File: src/mmio_pkg.sv
// package of constants and carriers for the multi-mode i/o port pads
package mmio_pkg;
  // register byte offsets on the ahb-lite slave
  localparam logic [7:0] MMIO_OFS_P1_DATA  = 8'h00; // port1 data latch
  localparam logic [7:0] MMIO_OFS_P2_DATA  = 8'h04; // port2 data latch
  localparam logic [7:0] MMIO_OFS_P3_DATA  = 8'h08; // port3 data latch
  localparam logic [7:0] MMIO_OFS_P1_MODE  = 8'h0C; // port1 modes, 2 bits per pin
  localparam logic [7:0] MMIO_OFS_P3_MODE  = 8'h10; // port3 modes, 2 bits per pin
  localparam logic [7:0] MMIO_OFS_P2_MODE  = 8'h14; // p2.1..0 modes, bits 3:0
  localparam logic [7:0] MMIO_OFS_P2_OE    = 8'h18; // upper port2 output enable, bits 5:2
  localparam logic [7:0] MMIO_OFS_P1_PIN   = 8'h1C; // port1 pin levels, read only
  localparam logic [7:0] MMIO_OFS_P2_PIN   = 8'h20; // port2 pin levels, read only
  localparam logic [7:0] MMIO_OFS_P3_PIN   = 8'h24; // port3 pin levels, read only
  localparam logic [7:0] MMIO_OFS_RMW      = 8'h28; // rmw command: op 9:8, bit 6:4, port 3:2
  localparam logic [7:0] MMIO_OFS_LED_EN   = 8'h2C; // led segment enables, bits 5:0
  // reset values of latches and modes
  localparam logic [7:0] MMIO_RST_P1  = 8'hFF; // port1 latch after reset
  localparam logic [7:0] MMIO_RST_P2  = 8'h03; // port2 latch after reset
  localparam logic [7:0] MMIO_RST_P3  = 8'hFF; // port3 latch after reset
  localparam logic [15:0] MMIO_RST_MODE = 16'h0000; // all pins in mode 0
  // pseudo open drain strong-high pulse, in cycles
  localparam int MMIO_POD_CYCLES = 2; // strong drive cycles after low-to-high
  // pad modes
  typedef enum logic [1:0] {
    MMIO_MODE_PU  = 2'h0, // open drain with pull-up
    MMIO_MODE_OD  = 2'h1, // open drain, hi-z
    MMIO_MODE_PP  = 2'h2, // push-pull
    MMIO_MODE_ANA = 2'h3  // analog input
  } mmio_mode_t;
  // rmw operations
  typedef enum logic [1:0] {
    MMIO_RMW_SET = 2'h0, // set bit
    MMIO_RMW_CLR = 2'h1, // clear bit
    MMIO_RMW_CPL = 2'h2, // complement bit
    MMIO_RMW_INC = 2'h3  // increment whole latch
  } mmio_rmw_t;
  // per-pin pad control carrier
  typedef struct packed {
    logic oe;  // strong driver enable
    logic out; // driven level
    logic pu;  // weak pull-up enable
    logic ie;  // digital input buffer enable
    logic ana; // analog switch to converter
  } mmio_pad_t;
  // ahb-lite address phase carrier
  typedef struct packed {
    logic       valid; // pending data phase
    logic       write; // direction
    logic [7:0] addr;  // byte offset
  } mmio_aphase_t;
  // fsm of the slave
  typedef enum logic [1:0] {
    MMIO_ST_IDLE = 2'b01, // waiting
    MMIO_ST_DATA = 2'b10  // data phase
  } mmio_state_t;
endpackage

File: src/mmio_port.sv
// multi-mode i/o port pad logic with ahb-lite register slave
//
// Chosen here: the AHB-Lite register port and the address map.
`timescale 1ns/1ps
// Operation
// RL1: rmw commands read latch, write latch back
// RL2: mode 2 push-pull, no pull-up, input; the input buffer is left off here, so the pin reads zero
// RL3: modes 0/1 drive low, 1 releases
// RL4: mode 3 analog, input and pull-up off
// RL5: upper port2 steered by output enable
// RL6: software picks mode 0/1, latch 1
// RL7: mode 3 activates converter channel
// RL8: auxiliary inputs need mode 0/1, latch 1
// RL9: port1/port3 wake-up and fixed functions
// RL10: thirty multi-function pins in total; this port has 22 pads (p1, p3, p2.5..0)
// RL11: pseudo open drain short strong high
// RL12: led segment overrides every other function
// RL13: disabled input buffer reads zero
module mmio_port
  import mmio_pkg::*;
#(
  parameter int NPIN = 30 // total pins
) (
  input  wire logic        hclk,        // system clock
  input  wire logic        hresetn,     // async reset, low
  input  wire logic        hsel,        // slave select
  input  wire logic [31:0] haddr,       // address
  input  wire logic [1:0]  htrans,      // transfer type
  input  wire logic        hwrite,      // write
  input  wire logic [2:0]  hsize,       // size
  input  wire logic [31:0] hwdata,      // write data
  input  wire logic        hready,      // bus ready
  output logic      [31:0] hrdata,      // read data
  output logic             hreadyout,   // slave ready
  output logic             hresp,       // response
  input  wire logic [7:0]  p1_in,       // port1 pad levels
  input  wire logic [7:0]  p2_in,       // port2 pad levels, 5:0 used
  input  wire logic [7:0]  p3_in,       // port3 pad levels
  output logic      [21:0] pad_o,       // pad level, order p1,p3,p2
  output logic      [21:0] pad_oe,      // strong driver on
  output logic      [21:0] pad_pu,      // weak pull-up/keeper on
  output logic      [21:0] pad_ana,     // analog switch on
  input  wire logic [5:0]  led_seg,     // led segment waveforms
  output logic      [5:0]  led_seg_en,  // led segment enables
  output logic      [15:0] wake_lvl,    // wake pin levels p1,p3
  output logic             ext_int0,    // external interrupt 0
  output logic             ext_int1,    // external interrupt 1
  output logic             ext_int2,    // external interrupt 2
  output logic             external_reset_input // reset pin level
);
  //////////////////////////////////////////////////////////////////////
  // state
  typedef struct packed {
    mmio_aphase_t ap;        // latched address phase
    mmio_state_t  st;        // slave state
    logic [7:0]   p1;        // port1 latch
    logic [7:0]   p2;        // port2 latch
    logic [7:0]   p3;        // port3 latch
    logic [15:0]  m1;        // port1 modes
    logic [15:0]  m3;        // port3 modes
    logic [3:0]   m2;        // p2.1..0 modes
    logic [3:0]   upper_port2_output_enable; // p2.5..2 oe
    logic [5:0]   led_en;    // led enables
    logic [2:0]   pod_prev;  // previous p3.2..0 latch
    logic [5:0]   pod_cnt;   // strong-high counters, 2 bits each
    logic [21:0]  s1;        // sync stage 1
    logic [21:0]  s2;        // sync stage 2
    logic [31:0]  rdata;     // registered read data
  } mmio_st_t;
  mmio_st_t st_r;  // current state
  mmio_st_t st_nxt; // next state

  //////////////////////////////////////////////////////////////////////
  // helpers
  // four-mode pad control for one pin
  function automatic mmio_pad_t four_mode(input logic [1:0] m, input logic d,
                                          input logic pod_hi);
    mmio_pad_t p;
    p = '0;
    case (m)
      MMIO_MODE_PU: begin // RL3
        p.oe  = ~d | pod_hi; // RL11
        p.out = d;
        p.pu  = d;
        p.ie  = d;
      end
      MMIO_MODE_OD: begin // RL3
        p.oe  = ~d | pod_hi; // RL11
        p.out = d;
        p.ie  = d;
      end
      MMIO_MODE_PP: begin // RL2
        p.oe  = 1'b1;
        p.out = d;
      end
      default: begin // RL4 RL7
        p.ana = 1'b1;
      end
    endcase
    return p;
  endfunction
  // read-modify-write on a latch value
  function automatic logic [7:0] rmw(input logic [7:0] v, input logic [1:0] op,
                                     input logic [2:0] b);
    logic [7:0] r;
    r = v;
    case (op)
      MMIO_RMW_SET: r[b] = 1'b1;
      MMIO_RMW_CLR: r[b] = 1'b0;
      MMIO_RMW_CPL: r[b] = ~v[b];
      default:      r = v + 8'h01;
    endcase
    return r;
  endfunction

  //////////////////////////////////////////////////////////////////////
  // pad decode
  // four-mode pins first, then the oe-steered upper port2 pins
  mmio_pad_t pads [22]; // per pin control, led not yet applied
  logic [21:0] ie_vec;  // input buffer enables
  always_comb begin
    for (int i = 0; i < 8; i++) begin
      pads[i] = four_mode(st_r.m1[2*i +: 2], st_r.p1[i], 1'b0);
      pads[8+i] = four_mode(st_r.m3[2*i +: 2], st_r.p3[i],
                            (i < 3) ? (st_r.pod_cnt[2*(i%3) +: 2] != 2'h0) : 1'b0);
    end
    for (int i = 0; i < 2; i++) begin
      pads[16+i] = four_mode(st_r.m2[2*i +: 2], st_r.p2[i], 1'b0);
    end
    for (int i = 0; i < 4; i++) begin // RL5
      pads[18+i]     = '0;
      pads[18+i].oe  = st_r.upper_port2_output_enable[i];
      pads[18+i].out = st_r.p2[2+i];
      pads[18+i].pu  = ~st_r.upper_port2_output_enable[i] & st_r.p2[2+i];
      pads[18+i].ie  = ~st_r.upper_port2_output_enable[i];
    end
  end
  // pad outputs with led override, led pins p3.7..4 and p2.1..0
  always_comb begin
    int idx; // pad index of segment k
    idx = 0;
    for (int i = 0; i < 22; i++) begin
      pad_o[i]   = pads[i].out;
      pad_oe[i]  = pads[i].oe;
      pad_pu[i]  = pads[i].pu;
      pad_ana[i] = pads[i].ana;
      ie_vec[i]  = pads[i].ie;
    end
    // RL12: led segments 0,1 on p2.0/1, 2 on p3.7, 3..5 on p3.4..6
    for (int k = 0; k < 6; k++) begin
      idx = (k < 2) ? 16 + k : (k == 2) ? 15 : 9 + k;
      if (st_r.led_en[k]) begin
        pad_o[idx]   = led_seg[k]; // RL12
        pad_oe[idx]  = 1'b1;
        pad_pu[idx]  = 1'b0;
        pad_ana[idx] = 1'b0;
        ie_vec[idx]  = 1'b0;
      end
    end
  end
  // gated pin levels, zero when input disabled
  logic [21:0] pin_lvl; // RL13
  assign pin_lvl = st_r.s2 & ie_vec; // RL13
  // fixed function routing, relies on software settings of RL6 RL8
  assign wake_lvl   = pin_lvl[15:0]; // RL9 RL10
  assign ext_int0   = pin_lvl[10];   // RL9
  assign ext_int1   = pin_lvl[11];   // RL9
  assign ext_int2   = pin_lvl[15];   // RL9
  assign external_reset_input = pin_lvl[15]; // RL9
  assign led_seg_en = st_r.led_en;

  //////////////////////////////////////////////////////////////////////
  // bus outputs
  // zero wait states: every transfer completes in its data phase
  assign hreadyout = 1'b1;
  assign hresp     = 1'b0;
  assign hrdata    = st_r.rdata;

  //////////////////////////////////////////////////////////////////////
  // next state
  always_comb begin
    logic [7:0] a;   // data phase address
    logic [1:0] op;  // rmw op
    logic [2:0] bt;  // rmw bit
    st_nxt = st_r;
    a  = st_r.ap.addr;
    op = hwdata[9:8];
    bt = hwdata[6:4];
    // synchronisers, stage 1 read only by stage 2
    st_nxt.s1 = {p2_in[5:0], p3_in, p1_in};
    // stage 1 already holds pad order p1,p3,p2
    st_nxt.s2 = st_r.s1;
    // pseudo open drain: strong high for two cycles on rise
    // strong drive starts the cycle after the latch rises
    for (int i = 0; i < 3; i++) begin
      if (st_r.p3[i] & ~st_r.pod_prev[i])
        st_nxt.pod_cnt[2*i +: 2] = 2'(MMIO_POD_CYCLES); // RL11
      else if (st_r.pod_cnt[2*i +: 2] != 2'h0)
        st_nxt.pod_cnt[2*i +: 2] = st_r.pod_cnt[2*i +: 2] - 2'h1;
    end
    st_nxt.pod_prev = st_r.p3[2:0];
    // write data phase
    if (st_r.ap.valid && st_r.ap.write) begin
      case (a)
        MMIO_OFS_P1_DATA: st_nxt.p1 = hwdata[7:0];
        MMIO_OFS_P2_DATA: st_nxt.p2 = {2'h0, hwdata[5:0]};
        MMIO_OFS_P3_DATA: st_nxt.p3 = hwdata[7:0];
        MMIO_OFS_P1_MODE: st_nxt.m1 = hwdata[15:0];
        MMIO_OFS_P3_MODE: st_nxt.m3 = hwdata[15:0];
        MMIO_OFS_P2_MODE: st_nxt.m2 = hwdata[3:0];
        MMIO_OFS_P2_OE:   st_nxt.upper_port2_output_enable = hwdata[5:2];
        MMIO_OFS_LED_EN:  st_nxt.led_en = hwdata[5:0];
        MMIO_OFS_RMW: begin // RL1
          case (hwdata[3:2])
            2'h0:    st_nxt.p1 = rmw(st_r.p1, op, bt); // RL1
            2'h1:    st_nxt.p2 = rmw(st_r.p2, op, bt) & 8'h3F; // RL1
            default: st_nxt.p3 = rmw(st_r.p3, op, bt); // RL1
          endcase
        end
        default: ;
      endcase
    end
    // address phase capture
    // read data comes from next state, so a read right after a write sees it
    if (hready) begin
      st_nxt.ap.valid = hsel & htrans[1];
      st_nxt.ap.write = hwrite;
      st_nxt.ap.addr  = haddr[7:0];
      st_nxt.st       = (hsel & htrans[1]) ? MMIO_ST_DATA : MMIO_ST_IDLE;
      st_nxt.rdata    = 32'h0000_0000;
      if (hsel & htrans[1] & ~hwrite) begin
        case (haddr[7:0])
          MMIO_OFS_P1_DATA: st_nxt.rdata = {24'h0, st_nxt.p1};
          MMIO_OFS_P2_DATA: st_nxt.rdata = {24'h0, st_nxt.p2};
          MMIO_OFS_P3_DATA: st_nxt.rdata = {24'h0, st_nxt.p3};
          MMIO_OFS_P1_MODE: st_nxt.rdata = {16'h0, st_nxt.m1};
          MMIO_OFS_P3_MODE: st_nxt.rdata = {16'h0, st_nxt.m3};
          MMIO_OFS_P2_MODE: st_nxt.rdata = {28'h0, st_nxt.m2};
          MMIO_OFS_P2_OE:   st_nxt.rdata = {26'h0, st_nxt.upper_port2_output_enable, 2'h0};
          MMIO_OFS_P1_PIN:  st_nxt.rdata = {24'h0, pin_lvl[7:0]};
          MMIO_OFS_P3_PIN:  st_nxt.rdata = {24'h0, pin_lvl[15:8]};
          MMIO_OFS_P2_PIN:  st_nxt.rdata = {26'h0, pin_lvl[21:16]};
          MMIO_OFS_LED_EN:  st_nxt.rdata = {26'h0, st_nxt.led_en};
          default:          st_nxt.rdata = 32'h0000_0000;
        endcase
      end
    end
  end

  //////////////////////////////////////////////////////////////////////
  // register
  // reset loads the latch and mode values a fresh part starts with
  always_ff @(posedge hclk or negedge hresetn) begin
    if (!hresetn) begin
      st_r      <= '0;
      st_r.st   <= MMIO_ST_IDLE;
      st_r.p1   <= MMIO_RST_P1;
      st_r.p2   <= MMIO_RST_P2;
      st_r.p3   <= MMIO_RST_P3;
      st_r.m1   <= MMIO_RST_MODE;
      st_r.m3   <= MMIO_RST_MODE;
      st_r.pod_prev <= MMIO_RST_P3[2:0];
    end else begin
      st_r <= st_nxt;
    end
  end

  //////////////////////////////////////////////////////////////////////
  // assertions
  // mode checks watch port1 pin 0, the pin whose modes are all exercised, except the mode 0 low check, which watches pin 1
  a_mode2_drive: assert property (@(posedge hclk) disable iff (!hresetn) // RL2
    (st_r.m1[1:0] == MMIO_MODE_PP && !st_r.led_en[0])
      |-> (pad_oe[0] && pad_o[0] == st_r.p1[0] && !pad_pu[0]))
    else $error("mode 2 pad not push-pull");
  a_mode0_low: assert property (@(posedge hclk) disable iff (!hresetn) // RL3
    (st_r.m1[3:2] == MMIO_MODE_PU && !st_r.p1[1]) |-> (pad_oe[1] && !pad_o[1] && !pad_pu[1]))
    else $error("mode 0 low not driven");
  a_mode1_hiz: assert property (@(posedge hclk) disable iff (!hresetn) // RL3
    (st_r.m1[1:0] == MMIO_MODE_OD && st_r.p1[0]) |-> (!pad_oe[0] && !pad_pu[0]))
    else $error("mode 1 high not released");
  a_mode3_ana: assert property (@(posedge hclk) disable iff (!hresetn) // RL4
    (st_r.m1[1:0] == MMIO_MODE_ANA) |-> (pad_ana[0] && !pad_oe[0] && !pad_pu[0]))
    else $error("mode 3 not analog");
  a_upper_oe: assert property (@(posedge hclk) disable iff (!hresetn) // RL5
    pad_oe[18] == st_r.upper_port2_output_enable[0])
    else $error("upper port2 oe mismatch");
  a_pod_pulse: assert property (@(posedge hclk) disable iff (!hresetn) // RL11
    (st_r.m3[1:0] == MMIO_MODE_OD && $rose(st_r.p3[0])) |=> pad_oe[8] ##1 pad_oe[8] ##1 !pad_oe[8])
    else $error("pseudo open drain pulse wrong");
  a_led_wins: assert property (@(posedge hclk) disable iff (!hresetn) // RL12
    st_r.led_en[2] |-> (pad_oe[15] && pad_o[15] == led_seg[2]))
    else $error("led segment not overriding");
  a_pin_zero: assert property (@(posedge hclk) disable iff (!hresetn) // RL13
    (st_r.m1[1:0] == MMIO_MODE_ANA) |-> !wake_lvl[0])
    else $error("disabled input not zero");
  a_rmw_latch: assert property (@(posedge hclk) disable iff (!hresetn) // RL1
    (st_r.ap.valid && st_r.ap.write && st_r.ap.addr == MMIO_OFS_RMW
     && hwdata[3:2] == 2'h0 && hwdata[9:8] == 2'h2 && hwdata[6:4] == 3'h4)
      |=> st_r.p1[4] == !$past(st_r.p1[4]))
    else $error("rmw did not use latch");
  c_rmw: cover property (@(posedge hclk) st_r.ap.valid && st_r.ap.addr == MMIO_OFS_RMW);
  c_mode3: cover property (@(posedge hclk) pad_ana[0]);
  c_led: cover property (@(posedge hclk) st_r.led_en != 6'h00);
  c_pod: cover property (@(posedge hclk) pad_oe[8] && st_r.p3[0]);
  c_upper: cover property (@(posedge hclk) pad_oe[18]);
endmodule

File: config.mk
export PLATFORM = sky130hd
export DESIGN_NAME = mmio_port
export DESIGN_NICKNAME = d
export VERILOG_FILES = /design/src/mmio_pkg.sv /design/src/mmio_port.sv
export SDC_FILE = /design/constraint.sdc
export NUM_CORES = 1
export LEC_CHECK = 0
export ABC_AREA = 0
export BUFFER_PORTS_ARGS = -buffer_cell sky130_fd_sc_hd__buf_2
export CAP_MARGIN = 20
export CORE_ASPECT_RATIO = 1.2
export CORE_MARGIN = 3
export CORE_UTILIZATION = 50
export CTS_BUF_LIST = sky130_fd_sc_hd__clkbuf_4 sky130_fd_sc_hd__clkbuf_8 sky130_fd_sc_hd__clkbuf_16
export CTS_CLUSTER_DIAMETER = 40
export DETAILED_ROUTE_END_ITERATION = 16
export GPL_TIMING_DRIVEN = 0
export PLACE_DENSITY = 0.87
export SYNTH_ARGS = -nofsm -noshare
export SYNTH_HDL_FRONTEND = slang
export SYNTH_SLANG_ARGS = --single-unit
File: constraint.sdc
create_clock -name hclk -period 3.74 [get_ports hclk]
set_clock_uncertainty 0.2 [all_clocks]
set_input_delay 0.561 -clock hclk [delete_from_list [all_inputs] [get_ports hclk]]
set_output_delay 0.561 -clock hclk [all_outputs]
set_load 0.01 [all_outputs]
Word level (Yosys, flattened, before mapping):

Cells that the tools add are included.

* add/sub/neg operators: 6
* order comparisons: 2
* bitwise operators: 49
* muxes and demuxes: 136
* eq/ne operators: 57
* reduce and logical (&&, ||, !) cells: 67

Operators with widths (count)
* $pmux W16 S11: 1
* $mux W1: 88
* $pmux W2 S2: 18
* $mux W70: 1
* $eq A8 B5 Y1 const B: 7
* $reduce_or A3 Y1: 18
* $mux W16: 3
* $pmux W8 S2: 3
* $pmux W8 S3: 2
* $eq A2 B1 Y1 const B: 20
* $eq A8 B6 Y1 const B: 5
* $logic_not A2 Y1: 20
* $eq A2 B2 Y1 const B: 19
* $reduce_or A2 Y1: 19
* $eq A8 B4 Y1 const B: 4
* $not A1 Y1: 29
* $bwmux W8: 3
* $mux W8: 3
* $and A22 B22 Y22: 1
* $pmux W6 S3: 1
* $add A8 B1 Y8 const B: 2
* $and A8 B8 Y8: 2
* $eq A8 B3 Y1 const B: 2
* $logic_not A8 Y1: 2
* 17 further kinds: 44

* register bits after elaboration: 165
* word-level logic and storage cells: 335
* input port bits: 104

Logic depth before layout (Yosys ltp):

Gate-level depths: netlist (run 1).

* depth after elaboration: 12
* depth in mapped cells: 10
* gate-level depth less buffers: 8

Least setup slack after synthesis (run 1):

No wires, ideal clock.

* path kind: register to register
* from: register st_r[160] (netlist name)
* to: register st_r (netlist bit hrdata[2])
* arrival: 2985 ps
* setup slack: 429 ps
* stages on the path, launching flop included: 7
* period minus slack after synthesis: 3311 ps
* library setup time: 126 ps
* path buffers: 0
* cells stage by stage: dfrtp_1 or4b_2 nor3_1 mux2_2 a221o_1 o41a_1 a221o_1

RTL lines
* start, declared: line mmio_port.sv:70 `mmio_st_t st_r;`
* start signal, assigned: line mmio_port.sv:264 `st_r <= st_nxt;`

==> impl_metrics.tcl, run 1 <==
set metrics [dict create \
    die_x_um 128.8 \
    endpoint_kind "register" \
    drive_above_1_share 0.2998 \
    synth_area_um2 9042 \
    grt_use_total 0.3628 \
    grt_pass1_wl_um 54140 \
    dp_hpwl_um 27140 \
    final_common_cell "buf_2" \
    muxShareOfSynthArea 0.07334 \
    cts.reportedPaths.clkPinSlew_ns 0.07 \
    min_period_ns 3.761 \
    wl_met2_um 16800 \
    startpoint_type "register" \
    r2r-end "hrdata[0]" \
    synth-compound-area-share 0.1969 \
    setup_ws_ns -0.02060 \
    startpoint "st_r[162]" \
    criticalPathCategory "register to register" \
    final_util 0.6244 \
    gr-total-overflow 0 \
    worstMarginPinSlew_ns 1.040 \
    viasPerCell 6.418 \
    synth_ff_type "dfrtp_1" \
    seqPwrFrac 0.421 \
    numCtsBuffers 17 \
    num_rows 53 \
    dr.pass1.iters 7 \
    routedWlPerCell_um 25.00 \
    grt_pass1_vias 8963 \
    clockBufferDepth 2 \
    die_area_um2 19740 \
    vias 9281 \
    synthCells 984 \
    min_path_type "primary input to register" \
    drcViolationCount 0 \
    worstPathMaxFanout 10 \
    p_comb_frac 0.171 \
    grt_max_degree 103 \
    final_antenna_net_count 0 \
    post_synth_xor_area_fraction 0.007749 \
    rrSetupSlack_ns -0.02 \
    synth_edf_count 0 \
    fin_crit_sh 1.006 \
    drt-met1-wl_um 13780 \
    ys_seq_elements 149 \
    hold_viol_final 0 \
    internal_power_mw 2.998 \
    cts_tree "built" \
    routed_wl_um 36140 \
    clock.fmax_mhz 265.9 \
    port_buffers 179 \
    final-setup-viol-count 1 \
    final_net_count 1321 \
    violations "negative setup slack" \
    p_clk_frac 0.408 \
    clock_latency_ns 0.44 \
    synth_simple_gate_area_share 0.2117 \
    ys_seq_area_frac 0.4152 \
    critPathRequiredTime_ns 3.82 \
    synth_top_family_by_area "simple AND/OR/NAND/NOR gates" \
    dr_wl_met3_um 3358 \
    die_h_um 153.3 \
    antenna_found_initial 0 \
    slew_headroom 0.3000 \
    arrival_ns 3.84 \
    swShare 0.3121 \
    gp_congestion 1.044 \
    ff2ff_path_depth 9 \
    synth_area_per_cell_um2 9.189 \
    worstSetupEndpoint "hrdata[0]" \
    yosysUniqueCellTypes 76 \
    cts_root_buffer "clkbuf_16" \
    fp.coreArea_um2 17640 \
    outcome "complete, but fails checks" \
    area_delta_synth_final_pct 21.81 \
    slew_violations 0 \
    p_switching_mw 1.360 \
    peakVddDrop_uv 271.0 \
    initial_core_util 0.5126 \
    drtIter0Drc 1195 \
    total_power_mw 4.358 \
    synth_warnings 0 \
    io_pins 252 \
    holdWs_ns 0.02503 \
    power.leakage_nw 5.016 \
    final_cell_mix "181 x buf_2, 128 x dfrtp_1, 83 x nand2_1" \
    top_layer "met4" \
    p_per_area_nw_per_um2 395.7 \
    synth-adder-area-share 0.008302 \
    r2r_start "st_r[162]" \
    htreeDepth 4 \
    drv_cap 0 \
    clkSinkCount 149 \
    async_reset_ff_frac 1.000 \
]
==> worst min path at each step <==
stage / depth (start not counted) / end / startpoint
after global routing: 1 / st_nxt[51] / p2_in[3]
after global placement: 0 / st_r[39] / st_nxt[39]
after floorplan: 0 / hrdata[0] / hresetn
after detailed placement: 0 / st_r[48] / st_nxt[48]
final: 1 / st_nxt[41] / p3_in[1]
after CTS: 1 / st_nxt[41] / p3_in[1]
==> repair_timing <==
action / CTS / global route
pin swaps: 0 / 1
hold buffers: 1 / 0
setup buffers: 0 / 4
endpoints found under the hold margin: 36 / 0
setup endpoints to repair: 1 / 4
resized for setup: 1 / 2
==> registers in the layout (all words and copies together), names as in the netlist <==
signal and cells:
st_r 94, hrdata 16, pad_oe 4, led_seg_en 6, pad_o 4, st_nxt 25
==> critical path, cell delays in order, from the launching register on <==
cell and delay [ns]:
dfrtp_1 0.38, clkbuf_1 0.31, nor4_2 0.52, nand3_1 0.45, clkbuf_1 0.43, mux2_2 0.39, nand2_1 0.06, nand3_1 0.10
o41ai_1 0.59, o211ai_1 0.18
==> area by class of cell <==
type | instances | area, µm²
inverters | 36 | 135.1
clock buffers | 17 | 425.4
diodes | 2 | 5.005
flip-flops and latches | 149 | 3755
clock inverters | 15 | 176.4
repair buffers | 188 | 992.2
well taps | 220 | 275.3
multi-input cells | 705 | 4608
plain buffers | 114 | 641.9
fillers | 1549 | 6625
==> power groups by stage <==
stage	Clock, mW	Sequential, mW	Combinational [mW]
after CTS	1.78	1.83	0.731
after global routing	1.85	1.85	0.809
after global placement	0	1.86	0.703
after detailed placement	0	1.86	0.725
after floorplan	0	1.82	0.468
final	1.78	1.84	0.744
==> routing by layer <==
layer	global-route usage	up-vias
li1	-	4007
met1	0.4761	4485
met2	0.5630	648
met3	0.07305	141
met4	0.1931	0
met5	0	-
==> synth_stat cells (all sizes together), types with 11 or more instances <==
cell,n,share of area
a22oi,19,0.016
dfrtp,128,0.35
o2bb2ai,11,0.011
inv,34,0.014
nand3,29,0.016
mux2,48,0.061
o21ai,62,0.034
nor2,53,0.022
nor2b,21,0.015
and3,20,0.014
nor3,35,0.020
dfstp,21,0.061
nand2,83,0.034
a21oi,43,0.024
and2,35,0.024
clkbuf,53,0.022
buf,61,0.049
==> through the flow <==
step	setup slack, ns	setup TNS (ns)	cell area (µm²)	std cells
floorplan	0.4287	0	9117	1004
global placement	-0.3033	-37.85	10290	1403
detailed placement	-0.06128	-0.06128	10350	1406
CTS	0.02866	0	10960	1439
global route	-0.007131	-0.007131	11010	1444
finish	-0.02060	-0.02060	11010	1446
==> cells by family after synthesis <==
group / after synthesis
compound gates: 256
fa+ha+maj: 6
other cells: 2
mux: 57
flops: 149
buf+inv: 150
simple gates: 356
xor+xnor: 8
Note: power is estimated with default switching activity, not from simulation.
==> run 2: changes to the inputs <==
--- a/config.mk
+++ b/config.mk
@@ -6,6 +6,7 @@
 export NUM_CORES = 1
 export LEC_CHECK = 0
 export ABC_AREA = 0
+export ABC_CLOCK_PERIOD_IN_PS = 4300
 export BUFFER_PORTS_ARGS = -buffer_cell sky130_fd_sc_hd__buf_2
 export CAP_MARGIN = 20
 export CORE_ASPECT_RATIO = 1.2
@@ -16,6 +17,7 @@
 export DETAILED_ROUTE_END_ITERATION = 16
 export GPL_TIMING_DRIVEN = 0
 export PLACE_DENSITY = 0.87
+export SLEW_MARGIN = 20
 export SYNTH_ARGS = -nofsm -noshare
 export SYNTH_HDL_FRONTEND = slang
 export SYNTH_SLANG_ARGS = --single-unit
==> constraint.sdc (replaced) <==
create_clock -name hclk -period 4.3 [get_ports hclk]
set_clock_uncertainty 0.2 [all_clocks]
set_input_delay 0.645 -clock hclk [delete_from_list [all_inputs] [get_ports hclk]]
set_output_delay 0.645 -clock hclk [all_outputs]
set_load 0.01 [all_outputs]
==> run 2 against run 1 <==
Effect of this change: the run now ends clean; core utilization shrank 0.26 points; combinational power shrank 13%; count of clock-buffer cells in the layout is the same; die area is the same; global-route usage shrank 0.42 points; worst setup slack gained 0.33 ns; critical endpoint unchanged; largest power group unchanged; highest routed layer unchanged.
==> impl_metrics.tcl, run 2 (same netlist as run 1, synthesis figures left out) <==
set metrics [dict create \
    outcome "complete, no violations" \
    holdWs_ns 0.1120 \
    setup_ws_ns 0.3076 \
    clockBufferDepth 2 \
    grt_use_total 0.3587 \
    final_common_cell "buf_2" \
    worstPathMaxFanout 10 \
    ff2ff_path_depth 9 \
    critPathRequiredTime_ns 4.37 \
    path_cells "clkbuf_1 > nor4_1 > nand3_1 > clkbuf_1 > mux2_2 > nand2_1 > nand3_1 > o41ai_1 > o211ai_1" \
    grt_pass1_vias 8870 \
    cts_root_buffer "clkbuf_16" \
    hold_viol_final 0 \
    r2r_start "st_r[162]" \
    routedWlPerCell_um 24.94 \
    tns_ns 0 \
    hold_path_end "st_nxt[41]" \
    clock.fmax_mhz 250.5 \
    rsz0062_at_grt "no" \
    die_h_um 153.3 \
    power.leakage_nw 4.994 \
    hold_depth 1 \
    largest_reg_flops 94 \
    min_path_type "primary input to register" \
    rrSetupSlack_ns 0.31 \
    cts_tree "built" \
    fin_cells 1439 \
    r2r-end "hrdata[0]" \
    antenna_found_initial 2 \
    die_x_um 128.8 \
    dr.pass1.iters 9 \
    routed_wl_um 35890 \
    p_per_area_nw_per_um2 344.4 \
    arrival_ns 4.06 \
    gr-total-overflow 0 \
    startpoint_type "register" \
    worstHoldStart "p3_in[1]" \
    final_net_count 1315 \
    endpoint_kind "register" \
    slew_headroom 0.2634 \
    slowest_delay_ns 0.73 \
    postCtsSetupBuffers 0 \
    fin_crit_sh 0.9285 \
    drive_above_1_share 0.2956 \
    initial_core_util 0.5126 \
    num_rows 53 \
    final-setup-viol-count 0 \
    worstMarginPinSlew_ns 1.100 \
    dpl_worst_slack_ns 0.5061 \
    criticalPathCategory "register to register" \
    total_power_mw 3.778 \
    drcViolationCount 0 \
    clock_latency_ns 0.43 \
    cts.reportedPaths.clkPinSlew_ns 0.07 \
    peakVddDrop_uv 302.9 \
    drtIter0Drc 1228 \
    grt_max_degree 103 \
    critical_path.top_delay_family "simple AND/OR/NAND/NOR gates" \
    final_cell_mix "182 x buf_2, 128 x dfrtp_1, 83 x nand2_1" \
    fp.coreArea_um2 17640 \
    regMostFlops "st_r" \
    min_period_ns 3.992 \
    drv_cap 0 \
    area_delta_synth_final_pct 21.31 \
    htreeDepth 4 \
    numCtsBuffers 17 \
    port_buffers 179 \
    dp_hpwl_um 27060 \
    final_antenna_net_count 0 \
    critPathSlowestCell "nor4_1" \
    viasPerCell 6.400 \
    grt_pass1_wl_um 53620 \
    vias 9210 \
    clkSinkCount 149 \
    slew_violations 0 \
    dp_cells 1405 \
    n_fill_cell 1542 \
    gp_congestion 1.044 \
    io_pins 252 \
    critPathBufInv 2 \
    die_area_um2 19740 \
]
## run 2: repair_timing
item,in CTS,in global routing
hold buffers,1,0
resized for setup,0,0
endpoints found under the hold margin,36,0
## run 2: metrics by stage
stage	cell area, µm²	utilization
after floorplan	9117	-
final	10970	0.6219
after detailed placement	10340	0.5864
after global routing	10970	0.6217
after global placement	10290	0.5833
after CTS	10960	0.6214
## run 2: how the worst max path moves through the flow
stage	from	endpoint	slack [ns]	cells after the start
4_1_cts	st_r[160]	hrdata[2]	0.48	6
5_1_grt	st_r[158]	hrdata[2]	0.30	6
3_3_place_gp	haddr[2]	hrdata[5]	0.17	7
3_5_place_dp	st_r[160]	hrdata[2]	0.51	6
2_1_floorplan	st_r[160]	hrdata[2]	0.99	6
6_report	st_r[162]	hrdata[0]	0.31	9
## run 2: routing by layer
metal | vias to the layer above | wire length, µm | track usage
met5 | - | 0 | 0
met4 | 0 | 2635 | 0.2146
li1 | 3991 | - | -
met2 | 667 | 16320 | 0.5539
met1 | 4371 | 13280 | 0.4630
met3 | 181 | 3663 | 0.07095
## run 2: layout make-up
class,instances,area (µm²),area share
antenna,1,2.502,0.0002281
buffer,114,641.9,0.05851
multi-input combinational,705,4604,0.4198
clock inverter,15,181.4,0.01654
tap,220,275.3,0.02509
clock buffer,17,425.4,0.03878
inverter,36,135.1,0.01232
timing repair buffer,182,948.4,0.08646
sequential,149,3755,0.3423
## run 2: worst reg2reg max path: stages, from the launching register on
cell	delay, ns
dfrtp_1	0.38
clkbuf_1	0.30
nor4_1	0.73
nand3_1	0.48
clkbuf_1	0.43
mux2_2	0.40
nand2_1	0.06
nand3_1	0.10
o41ai_1	0.59
o211ai_1	0.18
## run 2: power by group
group          switching (mW)  total [mW]  leakage, nW  internal (mW)
sequential             0.0906        1.60         1.74           1.51
combinational           0.378       0.644         2.96          0.265
clock                   0.701        1.54        0.294          0.836
==> run 3: changes to the inputs <==
--- a/config.mk
+++ b/config.mk
@@ -6,17 +6,17 @@
 export NUM_CORES = 1
 export LEC_CHECK = 0
 export ABC_AREA = 0
-export ABC_CLOCK_PERIOD_IN_PS = 4300
+export ABC_CLOCK_PERIOD_IN_PS = 3700
 export BUFFER_PORTS_ARGS = -buffer_cell sky130_fd_sc_hd__buf_2
 export CAP_MARGIN = 20
 export CORE_ASPECT_RATIO = 1.2
 export CORE_MARGIN = 3
-export CORE_UTILIZATION = 50
+export CORE_UTILIZATION = 53
 export CTS_BUF_LIST = sky130_fd_sc_hd__clkbuf_4 sky130_fd_sc_hd__clkbuf_8 sky130_fd_sc_hd__clkbuf_16
 export CTS_CLUSTER_DIAMETER = 40
 export DETAILED_ROUTE_END_ITERATION = 16
 export GPL_TIMING_DRIVEN = 0
-export PLACE_DENSITY = 0.87
+export PLACE_DENSITY = 0.91
 export SLEW_MARGIN = 20
 export SYNTH_ARGS = -nofsm -noshare
 export SYNTH_HDL_FRONTEND = slang
==> constraint.sdc (replaced) <==
create_clock -name hclk -period 3.7 [get_ports hclk]
set_clock_uncertainty 0.2 [all_clocks]
set_input_delay 0.555 -clock hclk [delete_from_list [all_inputs] [get_ports hclk]]
set_output_delay 0.555 -clock hclk [all_outputs]
set_load 0.01 [all_outputs]
==> run 3 against run 2 <==
Effect of this change: die area decreased by 5.4%; non-clock buffer count unchanged; worst hold slack got worse by 0.091 ns; flip-flop and latch count unchanged; wire length decreased by 2.6%; final cell count decreased by 0.63%; combinational power increased by 16%; core utilization increased by 4.5 points; maximum frequency increased by 7.9%; critical path type unchanged; critical endpoint unchanged.
==> impl_metrics.tcl, run 3 (same netlist as run 1, synthesis figures left out) <==
set metrics [dict create \
    worstMarginPinSlew_ns 1.046 \
    initial_core_util 0.5492 \
    swShare 0.2959 \
    worstPathMaxFanout 10 \
    drtIter0Drc 1397 \
    vias 9307 \
    grt_use_total 0.3663 \
    setup_ws_ns 0.0008238 \
    dpl_worst_slack_ns -0.3633 \
    internal_power_mw 3.063 \
    hold_viol_final 0 \
    ff2ff_path_depth 9 \
    power.leakage_nw 4.988 \
    min_period_ns 3.699 \
    startpoint_type "register" \
    clock.fmax_mhz 270.3 \
    gr-total-overflow 0 \
    grt_max_degree 80 \
    worstHoldStart "p3_in[2]" \
    htreeDepth 4 \
    criticalPathCategory "register to register" \
    port_buffers 179 \
    clkSinkCount 149 \
    p_clk_frac 0.401 \
    path_cells "clkbuf_1 > nor4_2 > nand3_1 > clkbuf_1 > mux2_2 > nand2_1 > nand3_1 > o41ai_1 > o211ai_1" \
    min_path_type "primary input to register" \
    slowest_delay_ns 0.54 \
    critPathRequiredTime_ns 3.78 \
    num_rows 51 \
    largest_reg_flops 94 \
    p_switching_mw 1.287 \
    endpoint_kind "register" \
    final_net_count 1315 \
    rsz0062_at_grt "no" \
    die_h_um 149.1 \
    drive_above_1_share 0.2997 \
    drcViolationCount 0 \
    routedWlPerCell_um 24.44 \
    rrSetupSlack_ns 0.0008 \
    hold_path_end "st_nxt[42]" \
    antenna_found_initial 0 \
    peakVddDrop_uv 311.4 \
    final-setup-viol-count 0 \
    dp_hpwl_um 26240 \
    die_area_um2 18670 \
    critPathSlowestCell "nor4_2" \
    final_antenna_net_count 0 \
    regMostFlops "st_r" \
    slew_violations 0 \
    dr.pass1.iters 8 \
    numCtsBuffers 17 \
    cts_tree "built" \
    io_pins 252 \
    viasPerCell 6.508 \
    placedInstanceArea_um2 10330 \
    outcome "complete, no violations" \
    routed_wl_um 34950 \
    p_per_area_nw_per_um2 396.5 \
    final_cell_mix "182 x buf_2, 128 x dfrtp_1, 83 x nand2_1" \
    postCtsSetupBuffers 0 \
    grt_pass1_wl_um 52230 \
    seqPwrFrac 0.427 \
    r2r-end "hrdata[0]" \
    antenna_cells 0 \
    p_comb_frac 0.172 \
    cts_root_buffer "clkbuf_16" \
    drv_cap 0 \
    clock_latency_ns 0.44 \
    grt_pass1_vias 8910 \
    r2r_start "st_r[162]" \
    fp.coreArea_um2 16460 \
    fin_area_um2 10970 \
    final_common_cell "buf_2" \
    fin_crit_sh 0.9998 \
    die_x_um 125.2 \
    area_delta_synth_final_pct 21.32 \
    clockBufferDepth 2 \
    gp_congestion 1.070 \
    slew_headroom 0.2951 \
    arrival_ns 3.77 \
    hold_depth 1 \
    cts.reportedPaths.clkPinSlew_ns 0.07 \
]
==> run 3: cell types whose count changed in the layout (fill, tap and decap cells not counted), moves of 2 or more <==
cell      previous run  this run
clkbuf_8             0         3
inv_6                7         3
nor4_1               6         4
nor3_2               1         3
clkinv_8             3         0
nor4_2               1         3
inv_8                3         1
clkinv_4             0         4
nor3_1              34        32
==> run 3: worst max-delay path: cells and delay by family (launching register included) <==
family,cells,cell delay (ns)
buffers and inverters,2,0.76
AND/OR/NAND/NOR,4,1.10
multiplexers,1,0.40
AO/OA/AOI/OAI,2,0.71
flip-flops,1,0.38
==> run 3: per-stage QoR <==
stage | hold slack (ns) | instances | setup TNS, ns | util | total power, mW
2_1_floorplan | 0.05941 | 1004 | 0 | - | 2.311
3_3_place_gp | 0.1317 | 1395 | -20.54 | 0.6243 | 2.571
3_5_place_dp | 0.1347 | 1397 | -0.4105 | 0.6278 | 2.604
4_1_cts | 0.01864 | 1430 | 0 | 0.6653 | 4.323
5_1_grt | 0.01751 | 1430 | 0 | 0.6664 | 4.486
6_report | 0.02054 | 1430 | 0 | 0.6664 | 4.350
==> run 3: worst max path at each step <==
stage	from	end	slack, ns	cells after the start
floorplan	st_r[160]	hrdata[2]	0.39	6
finish	st_r[162]	hrdata[0]	0.0008	9
global route	st_r[162]	hrdata[0]	0.005	9
detailed placement	hwdata[6]	hrdata[4]	-0.36	8
global placement	hwdata[6]	hrdata[4]	-0.67	8
CTS	st_r[147]	hrdata[4]	0.03	8
==> run 3: area by class of cell <==
cell class,instances,area [µm²]
multi-input combinational,705,4633
inverter,36,135.1
buffer,114,641.9
clock buffer,21,474.2
fill,1383,5493
clock inverter,11,117.6
timing repair buffer,182,948.4
sequential,149,3755
tap,212,265.3
==> run 3: metal layers <==
metal	vias to the layer above	share of wire	track usage
met2	671	0.48	0.6039
met1	4485	0.37	0.4602
met5	-	0	0
li1	3991	-	-
met4	0	0.057	0.1800
met3	160	0.095	0.07808
==> run 3: power groups by stage <==
stage	Clock (mW)	Sequential, mW	Combinational, mW
6_report	1.75	1.86	0.748
2_1_floorplan	0	1.84	0.473
5_1_grt	1.81	1.87	0.808
4_1_cts	1.74	1.85	0.734
3_5_place_dp	0	1.88	0.726
3_3_place_gp	0	1.87	0.699
==> run 3: timing repair <==
action,4_1_cts,5_1_grt
gates resized for setup,3,1
hold buffers,1,0
hold endpoints to repair,70,0
endpoints found under the setup margin,3,1
